==> config.mk <==
export PLATFORM = sky130hd
export DESIGN_NAME = sdadc_seq
export DESIGN_NICKNAME = d
export VERILOG_FILES = /design/src/shared/sdadc_pkg.sv /design/src/core/sdadc_decim.sv /design/src/core/sdadc_route.sv /design/src/core/sdadc_seq.sv
export VERILOG_INCLUDE_DIRS = /design/src /design/src/shared
export SDC_FILE = /design/constraint.sdc
export NUM_CORES = 1
export LEC_CHECK = 0
export ABC_AREA = 1
export BUFFER_PORTS_ARGS = -buffer_cell sky130_fd_sc_hd__buf_2
export CAP_MARGIN = 20
export CORE_ASPECT_RATIO = 0.6
export CORE_UTILIZATION = 50
export DETAILED_ROUTE_END_ITERATION = 7
export PLACE_DENSITY = 0.79
export RECOVER_POWER = 100
export SLEW_MARGIN = 20
export SYNTH_ARGS = -nofsm -noshare
export SYNTH_HDL_FRONTEND = slang
export SYNTH_HIERARCHICAL = 1
export SYNTH_SLANG_ARGS = --single-unit
export TNS_END_PERCENT = 5
==> constraint.sdc <==
create_clock -name clk_i -period 6.6 [get_ports clk_i]
set_input_delay 0.99 -clock clk_i [delete_from_list [all_inputs] [get_ports clk_i]]
set_output_delay 0.99 -clock clk_i [all_outputs]
set_load 0.02 [all_outputs]
==> src/shared/sdadc_cfg.svh <==
/*
  Constants for the delta-sigma converter sequencer: mode codes, priming
  counts, clock rate and the maximum sample rate for each resolution.
  Assumes inclusion by bare name from package and design files.
*/
`ifndef SDADC_CFG_SVH
`define SDADC_CFG_SVH

// Mode codes on mode_i
`define SDADC_MODE_SINGLE 2'h0
`define SDADC_MODE_MULTI 2'h1
`define SDADC_MODE_CONT 2'h2
`define SDADC_MODE_TURBO 2'h3

// Decimator priming: three conversions, result on the fourth
`define SDADC_PRIME_CONV 3
`define SDADC_PRIME_W 3

// Resolution bounds and turbo threshold, in bits
`define SDADC_RES_MIN 8
`define SDADC_RES_MAX 20
`define SDADC_TURBO_RES 17
`define SDADC_RES_12 12
`define SDADC_RES_16 16

// Clock and maximum sample rates, in Hz and samples per second
`define SDADC_CLK_HZ 10000000
`define SDADC_RATE_20B 187
`define SDADC_RATE_16B 48000
`define SDADC_RATE_12B 192000
`define SDADC_RATE_8B 384000

// Least conversion period in clock cycles, rounded up
`define SDADC_PER_CYC(r) ((`SDADC_CLK_HZ + (r) - 1) / (r))

// Widths of period counter, window count and result
`define SDADC_PER_W 16
`define SDADC_CNT_W 17
`define SDADC_OUT_W 20

`endif

==> src/shared/sdadc_pkg.sv <==
/*
  Types shared by the converter sequencer and its decimator.
  Assumes sdadc_cfg.svh sits on the include path.
*/
`include "sdadc_cfg.svh"

package sdadc_pkg;

  typedef enum logic [1:0] {
    SDADC_ST_STANDBY,
    SDADC_ST_CONVERT,
    SDADC_ST_HOLD
  } sdadc_state_t;

  typedef logic [1:0] sdadc_mode_t;

  typedef struct packed {
    sdadc_state_t state;
    sdadc_mode_t mode;
    logic turbo_hi;
    logic [`SDADC_PER_W-1:0] per;
    logic [`SDADC_PER_W-1:0] per_cnt;
    logic [`SDADC_PRIME_W-1:0] prime_cnt;
    logic done;
    logic valid;
    logic [`SDADC_OUT_W-1:0] result;
    logic [3:0] mux_prev;
    logic mod_rst;
  } sdadc_seq_t;

  typedef struct packed {
    logic [2:0][`SDADC_CNT_W-1:0] hist;
    logic [`SDADC_CNT_W-1:0] win;
  } sdadc_dec_t;

endpackage

==> src/core/sdadc_decim.sv <==
/*
  Decimator: counts modulator ones over each conversion period and sums
  the last four period counts into a parallel result.
  Assumes period boundaries and clears come from the sequencer.
*/
`timescale 1ns/1ns
`default_nettype none
`include "sdadc_cfg.svh"

module sdadc_decim
  import sdadc_pkg::*;
(
  // Clock and reset
  input wire logic clk_i,
  input wire logic rst_i,
  input wire logic ce_i,
  // Control from sequencer
  input wire logic clr_i,
  input wire logic run_i,
  input wire logic conv_end_i,
  // Modulator bitstream
  input wire logic mod_bit_i,
  // Parallel result, current window included
  output logic [`SDADC_OUT_W-1:0] data_o
);

  sdadc_dec_t r_reg;
  sdadc_dec_t r_next;
  logic [`SDADC_CNT_W-1:0] cur;

  always_comb
  begin
    r_next = r_reg;
    cur = r_reg.win + {{(`SDADC_CNT_W-1){1'b0}}, mod_bit_i & run_i};
    // Output depends on the last four periods
    data_o = `SDADC_OUT_W'(r_reg.hist[0]) + `SDADC_OUT_W'(r_reg.hist[1])
           + `SDADC_OUT_W'(r_reg.hist[2]) + `SDADC_OUT_W'(cur);
    if (run_i)
    begin
      r_next.win = cur;
    end
    if (conv_end_i)
    begin
      r_next.hist = {r_reg.hist[1:0], cur};
      r_next.win = '0;
    end
    // Re-priming throws the history away
    if (clr_i)
    begin
      r_next = '0;
    end
  end

  always_ff @(posedge clk_i or posedge rst_i)
  begin
    if (rst_i)
    begin
      r_reg <= '0;
    end
    else if (ce_i)
    begin
      r_reg <= r_next;
    end
  end

endmodule
`default_nettype wire

==> src/core/sdadc_route.sv <==
/*
  Digital routing: comparator outputs into two-input lookup tables toward
  the programmable logic block interface, one-hot input multiplexer select
  and a switch group.
  Assumes select and function words are held steady by the controller.
*/
`timescale 1ns/1ns
`default_nettype none

module sdadc_route #(
  parameter int unsigned N_CMP = 4,
  parameter int unsigned N_LUT = 4,
  parameter int unsigned N_MUX = 16,
  parameter int unsigned N_SW = 8,
  parameter int unsigned SEL_W = $clog2(N_CMP),
  parameter int unsigned MUX_W = $clog2(N_MUX)
) (
  // Clock and reset
  input wire logic clk_i,
  input wire logic rst_i,
  input wire logic ce_i,
  // Comparators and lookup tables
  input wire logic [N_CMP-1:0] cmp_i,
  input wire logic [N_LUT*SEL_W-1:0] lut_sel_a_i,
  input wire logic [N_LUT*SEL_W-1:0] lut_sel_b_i,
  input wire logic [N_LUT*4-1:0] lut_func_i,
  output logic [N_LUT-1:0] lut_o,
  // Multiplexer and switch group
  input wire logic [MUX_W-1:0] mux_sel_i,
  input wire logic mux_en_i,
  input wire logic [N_SW-1:0] sw_req_i,
  output logic [N_MUX-1:0] mux_onehot_o,
  output logic [N_SW-1:0] sw_close_o
);

  typedef struct packed {
    logic [N_LUT-1:0] lut;
    logic [N_MUX-1:0] mux;
    logic [N_SW-1:0] sw;
  } sdadc_route_t;

  sdadc_route_t r_reg;
  sdadc_route_t r_next;

  always_comb
  begin
    logic a;
    logic b;
    a = 1'b0;
    b = 1'b0;
    r_next = r_reg;
    // Any comparator may feed either input of any table
    for (int i = 0; i < N_LUT; i++)
    begin
      a = cmp_i[lut_sel_a_i[i*SEL_W +: SEL_W]];
      b = cmp_i[lut_sel_b_i[i*SEL_W +: SEL_W]];
      r_next.lut[i] = lut_func_i[i*4 + int'({~a, ~b})];
    end
    // Binary select decoded so no two inputs can close together
    r_next.mux = '0;
    if (mux_en_i)
    begin
      r_next.mux[mux_sel_i] = 1'b1;
    end
    r_next.sw = sw_req_i;
  end

  always_ff @(posedge clk_i or posedge rst_i)
  begin
    if (rst_i)
    begin
      r_reg <= '0;
    end
    else if (ce_i)
    begin
      r_reg <= r_next;
    end
  end

  assign lut_o = r_reg.lut;
  assign mux_onehot_o = r_reg.mux;
  assign sw_close_o = r_reg.sw;

endmodule
`default_nettype wire

==> src/core/sdadc_seq.sv <==
/*
  Delta-sigma converter sequencer: mode control, conversion period timing,
  decimator priming, result capture and end-of-conversion signalling.
  Assumes all inputs synchronous to clk_i; start and read are pulses.
*/
`timescale 1ns/1ns
`default_nettype none
`include "sdadc_cfg.svh"

// How it works
// - Four modes are selectable: single sample, multi sample, continuous and turbo multi sample.
// - A software start pulse or the hardware start input begins a sequence in every mode.
// - A finished conversion sets the done status and end-of-conversion output until a result read.
// - Single sample waits in standby, then runs four conversions and gives the fourth as result.
// - After the single result is read the sequencer returns to standby until the next start.
// - Continuous mode gives its first result after three priming periods, then one per period.
// - Multi sample resets the modulator and re-primes the decimator between samples and restarts itself.
// - Turbo acts like multi sample up to 16 bits; from 17 bits it only resets the modulator per sample.
// - After an input multiplexer change no result is valid before the fourth conversion.
// - Resolution selects the period: 187 sps at 20 bits, 48 k at 16, 192 k at 12, 384 k at 8.
// - The decimator turns the modulator bitstream into parallel results at the chosen rate.
// - End of conversion is set at the end of every result-bearing conversion for interrupt or DMA use.
// - Any comparator may drive either input of any two-input lookup table toward the logic interface.
// - The input multiplexer closes one path at most while the switch group may close several.
module sdadc_seq
  import sdadc_pkg::*;
#(
  parameter int unsigned PER20 = `SDADC_PER_CYC(`SDADC_RATE_20B),
  parameter int unsigned PER16 = `SDADC_PER_CYC(`SDADC_RATE_16B),
  parameter int unsigned PER12 = `SDADC_PER_CYC(`SDADC_RATE_12B),
  parameter int unsigned PER8 = `SDADC_PER_CYC(`SDADC_RATE_8B),
  parameter int unsigned N_CMP = 4,
  parameter int unsigned N_LUT = 4,
  parameter int unsigned N_SW = 8
) (
  // Clock, reset, enable
  input wire logic clk_i,
  input wire logic rst_i,
  input wire logic ce_i,
  // Control
  input wire logic [1:0] mode_i,
  input wire logic [4:0] res_i,
  input wire logic start_i,
  input wire logic soc_i,
  input wire logic stop_i,
  input wire logic read_i,
  // Modulator
  input wire logic mod_bit_i,
  output logic mod_rst_o,
  // Results and status
  output logic [`SDADC_OUT_W-1:0] result_o,
  output logic result_valid_o,
  output logic eoc_o,
  output logic status_done_o,
  output logic busy_o,
  output logic standby_o,
  // Input multiplexer and switches
  input wire logic [3:0] mux_sel_i,
  input wire logic mux_en_i,
  input wire logic [N_SW-1:0] sw_req_i,
  output logic [15:0] mux_onehot_o,
  output logic [N_SW-1:0] sw_close_o,
  // Comparator lookup tables
  input wire logic [N_CMP-1:0] cmp_i,
  input wire logic [N_LUT*$clog2(N_CMP)-1:0] lut_sel_a_i,
  input wire logic [N_LUT*$clog2(N_CMP)-1:0] lut_sel_b_i,
  input wire logic [N_LUT*4-1:0] lut_func_i,
  output logic [N_LUT-1:0] lut_o
);

  localparam logic [`SDADC_PRIME_W-1:0] PRIME = `SDADC_PRIME_W'(`SDADC_PRIME_CONV);

  sdadc_seq_t r_reg;
  sdadc_seq_t r_next;
  logic start_ev;
  logic conv_end;
  logic dec_clr;
  logic running;
  logic [`SDADC_OUT_W-1:0] dec_data;
  logic [`SDADC_PER_W-1:0] per_sel;

  // Period from resolution; out-of-range settings clamp to the nearest band
  always_comb
  begin
    if (res_i >= 5'(`SDADC_TURBO_RES))
    begin
      per_sel = `SDADC_PER_W'(PER20);
    end
    else if (res_i > 5'(`SDADC_RES_12))
    begin
      per_sel = `SDADC_PER_W'(PER16);
    end
    else if (res_i > 5'(`SDADC_RES_MIN))
    begin
      per_sel = `SDADC_PER_W'(PER12);
    end
    else
    begin
      per_sel = `SDADC_PER_W'(PER8);
    end
  end

  assign start_ev = start_i | soc_i;
  assign running = (r_reg.state == SDADC_ST_CONVERT);
  assign conv_end = running && (r_reg.per_cnt == r_reg.per - 1'b1);

  always_comb
  begin
    r_next = r_reg;
    r_next.mod_rst = 1'b0;
    dec_clr = 1'b0;
    // Read first so a same-cycle completion still sets done
    if (read_i)
    begin
      r_next.done = 1'b0;
    end
    unique case (r_reg.state)
      SDADC_ST_STANDBY:
      begin
        if (start_ev)
        begin
          r_next.state = SDADC_ST_CONVERT;
        end
      end
      SDADC_ST_CONVERT:
      begin
        r_next.per_cnt = r_reg.per_cnt + 1'b1;
        if (stop_i)
        begin
          r_next.state = SDADC_ST_STANDBY;
        end
        else if (conv_end)
        begin
          r_next.per_cnt = '0;
          if (r_reg.prime_cnt < PRIME)
          begin
            r_next.prime_cnt = r_reg.prime_cnt + 1'b1;
          end
          else
          begin
            // Fourth conversion after priming carries the result
            r_next.result = dec_data;
            r_next.valid = 1'b1;
            r_next.done = 1'b1;
            unique case (r_reg.mode)
              `SDADC_MODE_SINGLE:
              begin
                r_next.state = SDADC_ST_HOLD;
              end
              `SDADC_MODE_CONT:
              begin
                r_next.state = SDADC_ST_CONVERT;
              end
              `SDADC_MODE_MULTI:
              begin
                r_next.prime_cnt = '0;
                r_next.mod_rst = 1'b1;
                dec_clr = 1'b1;
              end
              `SDADC_MODE_TURBO:
              begin
                // High resolution keeps decimator history, only the modulator resets
                r_next.mod_rst = 1'b1;
                if (!r_reg.turbo_hi)
                begin
                  r_next.prime_cnt = '0;
                  dec_clr = 1'b1;
                end
              end
            endcase
          end
        end
      end
      SDADC_ST_HOLD:
      begin
        if (read_i)
        begin
          r_next.state = SDADC_ST_STANDBY;
        end
      end
    endcase
    // Any start, in standby or mid-run, restarts priming from scratch
    if (start_ev && r_reg.state != SDADC_ST_HOLD)
    begin
      r_next.state = SDADC_ST_CONVERT;
      r_next.mode = mode_i;
      r_next.turbo_hi = (res_i >= 5'(`SDADC_TURBO_RES));
      r_next.per = per_sel;
      r_next.per_cnt = '0;
      r_next.prime_cnt = '0;
      r_next.valid = 1'b0;
      r_next.mod_rst = 1'b1;
      dec_clr = 1'b1;
    end
    // Multiplexer change restarts the valid count; history is not cleared
    if (mux_sel_i != r_reg.mux_prev)
    begin
      r_next.mux_prev = mux_sel_i;
      r_next.prime_cnt = '0;
      r_next.valid = 1'b0;
    end
  end

  always_ff @(posedge clk_i or posedge rst_i)
  begin
    if (rst_i)
    begin
      r_reg <= '{state: SDADC_ST_STANDBY, mode: `SDADC_MODE_SINGLE, default: '0};
    end
    else if (ce_i)
    begin
      r_reg <= r_next;
    end
  end

  sdadc_decim u_decim (
    .clk_i(clk_i),
    .rst_i(rst_i),
    .ce_i(ce_i),
    .clr_i(dec_clr),
    .run_i(running),
    .conv_end_i(conv_end),
    .mod_bit_i(mod_bit_i),
    .data_o(dec_data)
  );

  sdadc_route #(
    .N_CMP(N_CMP),
    .N_LUT(N_LUT),
    .N_MUX(16),
    .N_SW(N_SW)
  ) u_route (
    .clk_i(clk_i),
    .rst_i(rst_i),
    .ce_i(ce_i),
    .cmp_i(cmp_i),
    .lut_sel_a_i(lut_sel_a_i),
    .lut_sel_b_i(lut_sel_b_i),
    .lut_func_i(lut_func_i),
    .lut_o(lut_o),
    .mux_sel_i(mux_sel_i),
    .mux_en_i(mux_en_i),
    .sw_req_i(sw_req_i),
    .mux_onehot_o(mux_onehot_o),
    .sw_close_o(sw_close_o)
  );

  assign result_o = r_reg.result;
  assign result_valid_o = r_reg.valid;
  assign eoc_o = r_reg.done;
  assign status_done_o = r_reg.done;
  assign busy_o = running;
  assign standby_o = (r_reg.state == SDADC_ST_STANDBY);
  assign mod_rst_o = r_reg.mod_rst;

endmodule
`default_nettype wire

==> flow_summary.json <==
{
  "status": "finished with violations",
  "failed_checks": "capacitance limit, slew limit",
  "skew_ns": 0.0126,
  "overflow": 0,
  "p_leak_nw": 5.88,
  "worstMarginPinSlew_ns": 3.65,
  "top_usage_layer": "met1",
  "fin_crit_ns": 5.29,
  "drc": 0,
  "syn_area_um2": 10000,
  "cts-buffers-inserted": 17,
  "rows": 39,
  "drive_above_1_share_pct": 9.94,
  "clkSinkCount": 151,
  "postLayoutCellArea_um2": 11200,
  "synth_top_family_by_area": "simple AND/OR/NAND/NOR gates",
  "yosysTopAreaCell": "dfrtp_1",
  "fin_crit_sh_pct": 80.1,
  "swShare_pct": 28.2,
  "cp-end-kind": "register",
  "regToRegSetupSlack_ns": 1.31,
  "clock_power_share_pct": 44.0,
  "die_y_um": 112,
  "fin_setup_tns_ns": 0,
  "cts_tree": "built",
  "slew_headroom_pct": -144,
  "fin_ws_ns": 1.31,
  "post_cts.repair.setup_buffers": 0,
  "synthesis.nets": 1460,
  "place.gp.congestion": 0.948,
  "grt_pass1_vias": 8540,
  "report.power.total_w": 0.00228,
  "hold_class": "register to register",
  "p_sw_w": 0.000645,
  "power.internal_w": 0.00164,
  "pre_cts_ws_ns": 2.45,
  "pwr-share-comb_pct": 13.4,
  "synth-seq-cells": 151,
  "syn-instance-count": 1336,
  "grt_pass1_wl_um": 42200,
  "regToRegEndpoint": "u_decim/r_reg[4]",
  "antenna_found_initial": 0,
  "grt_use_met3_pct": 7.59,
  "synthAdderAreaFrac_pct": 10.0,
  "grt_usage_pct": 25.9,
  "clock_latency_ns": 0.43,
  "global_route.usage.met1_pct": 38.5,
  "path_class": "register to register",
  "yosysWarnings": 6,
  "synth.area.mux_share_pct": 0.224,
  "avgRoutedWirePerCell_um": 15.1,
  "die_w_um": 185,
  "synthSimpleGateAreaFrac_pct": 29.3,
  "dieArea_um2": 20700,
  "required_ns": 6.94,
  "clk_path_buf_depth": 2,
  "p_seq_share_pct": 42.6,
  "slew_viol_final": 169,
  "drt-initial-drc-count": 763,
  "largest_register_ffs": 68,
  "n_antenna_cell": 0,
  "maxCapViolations": 4,
  "routed_wl_um": 25700,
  "p_per_area_nw_per_um2": 204,
  "synth-edff-count": 0,
  "placedInstanceArea_um2": 10700,
  "postCtsHoldBufs": 0,
  "synth_compound_area_share_pct": 8.45,
  "final_nets": 1551,
  "clockRootBuffer": "clkbuf_16",
  "first_pass_iters": 7,
  "endpoint": "u_decim/r_reg[4]",
  "hpwlAfterDp_um": 19100,
  "synth_area_leaders": "dfrtp_1 38%, nand2_1 15%, inv_1 9.0%",
  "io_buffers": 117,
  "critical_path_arrival_ns": 5.63,
  "cp_max_fo": 13,
  "max_freq_mhz": 189,
  "hold_violations": 0,
  "core_area_um2": 19400,
  "initial_core_util_pct": 51.9,
  "cts_max_level": 4,
  "ys_types": 47,
  "crit_start": "r_reg[50]",
  "synth_xor_area_share_pct": 1.92,
  "syn_area_per_cell_um2": 7.52,
  "vdd_drop_max_mv": 0.171,
  "area_growth_pct": 11.2,
  "yosys.area.top_type_share_pct": 37.6,
  "cts.clk_slew.worst_paths_ns": 0.07,
  "io_pins": 118,
  "synthFlopType": "dfrtp_1",
  "setup_violations": 0,
  "via_count": 9030,
  "grt_start_max_net_pins": 69,
  "postRouteAntennaNets": 0,
  "post_cts_resized": 0,
  "nFillCells": 1770,
  "yosysSeqAreaShare_pct": 37.6,
  "start_kind": "register",
  "grt_use_met2_pct": 36.9,
  "viasPerCell": 5.30,
  "worstRegToRegCells": 16,
  "rsz0062_at_grt": "false",
  "r2r-start": "r_reg[50]",
  "asyncSetResetFlopFracSynth_pct": 100
}
==> how the worst min path moves through the flow <==
| stage | from | to | cells after the start |
|---|---|---|---|
| 2_1_floorplan | result_o[0] | result_o[0] | 2 |
| 6_report | u_route/sw_close_o[2] | u_route/sw_close_o[2] | 2 |
| 5_1_grt | result_o[4] | result_o[4] | 2 |
| 3_3_place_gp | u_route/sw_close_o[2] | u_route/sw_close_o[2] | 2 |
| 4_1_cts | u_route/sw_close_o[4] | u_route/sw_close_o[4] | 2 |
| 3_5_place_dp | u_route/sw_close_o[4] | u_route/sw_close_o[4] | 2 |
==> cells in the mapped netlist, types with 14 or more instances <==
library cell    n
inv_1         240
fa_1           34
ha_1           26
buf_4          23
nand3_1        97
o22ai_1        42
o21ai_1        23
nor3_1         14
dfrtp_1       151
nand4_1        35
nand2_1       403
a21oi_1        21
o21ai_0        40
xor2_1         17
clkbuf_1       17
nor2_1         54
==> area by class of cell <==
| class | count | area, um^2 | share of cell area, % |
|---|---|---|---|
| sequential | 151 | 3780 | 33.8 |
| inverter | 247 | 927 | 8.30 |
| clock inverter | 12 | 153 | 1.37 |
| timing repair buffer | 125 | 557 | 4.98 |
| tap | 266 | 333 | 2.98 |
| clock buffer | 19 | 443 | 3.96 |
| multi-input combinational | 885 | 4980 | 44.6 |
==> power by group through the flow <==
stage	sequential [W]	combinational, W	clock [W]
after floorplan	0.000999	0.000200	0
after global placement	0.000988	0.000305	0
after detailed placement	0.000988	0.000310	0
after CTS	0.000972	0.000312	0.00102
after global routing	0.000976	0.000343	0.00106
final	0.000973	0.000307	0.00100
==> cells in the final DEF, fill, tap and decap left out, types with 2 or more instances in the layout <==
cell,instances
o21ai_2,2
clkinv_4,3
and2_1,4
clkbuf_16,17
o21ai_1,2
xor2_1,17
clkbuf_1,62
dfrtp_1,151
o21a_1,2
a21oi_1,21
nand3_1,98
o211ai_1,2
bufinv_16,3
nand4_1,35
nand2_1,404
inv_2,3
nor3_1,14
fa_1,34
clkinv_2,4
mux2_2,2
nand3_2,11
or2_2,4
buf_2,61
inv_1,241
o22ai_1,42
nor2_1,55
clkinv_1,3
nand2_2,12
xnor2_1,5
buf_4,3
nor2_4,7
nor3b_1,2
ha_1,26
o21ai_0,63
nand3b_1,4
o21bai_2,2
==> layer usage <==
metal,share of wire [%],up-vias
li1,-,4362
met1,49,4247
met2,40,396
met3,10,25
met4,0.91,0
met5,0,-
==> critical path: stages, from the launching register on <==
cell     delay [ns]
dfrtp_1        0.45
inv_1          0.23
ha_1           0.31
inv_1          0.12
nor2_4         0.16
nand3_4        0.16
nand2_1        0.24
nand3_1        0.17
nand3_1        0.12
nor2_1         0.09
nand4_1        0.14
o21ai_0        0.14
o21ai_0        1.51
nand2_1        0.57
inv_1          0.58
nand2_1        0.11
o21ai_0        0.10
==> kinds of logic (layout without fill, tap and decap cells) <==
kind of cell,Yosys count,count (layout)
adder cells (fa/ha/maj),60,60
XOR/XNOR,22,22
multiplexers,2,2
flip-flops,151,151
buffers and inverters,300,403
AO/OA/AOI/OAI,145,145
AND/OR/NAND/NOR,655,655
other,1,1
==> metrics by stage <==
step | util [%] | hold slack, ns | std cells
after floorplan | - | 0.443 | 1336
after global placement | 55.2 | 0.450 | 1673
after detailed placement | 55.2 | 0.454 | 1673
after CTS | 58.3 | 0.468 | 1704
after global routing | 57.7 | 0.486 | 1705
final | 57.7 | 0.469 | 1705
(Power assumes the default switching activity.)
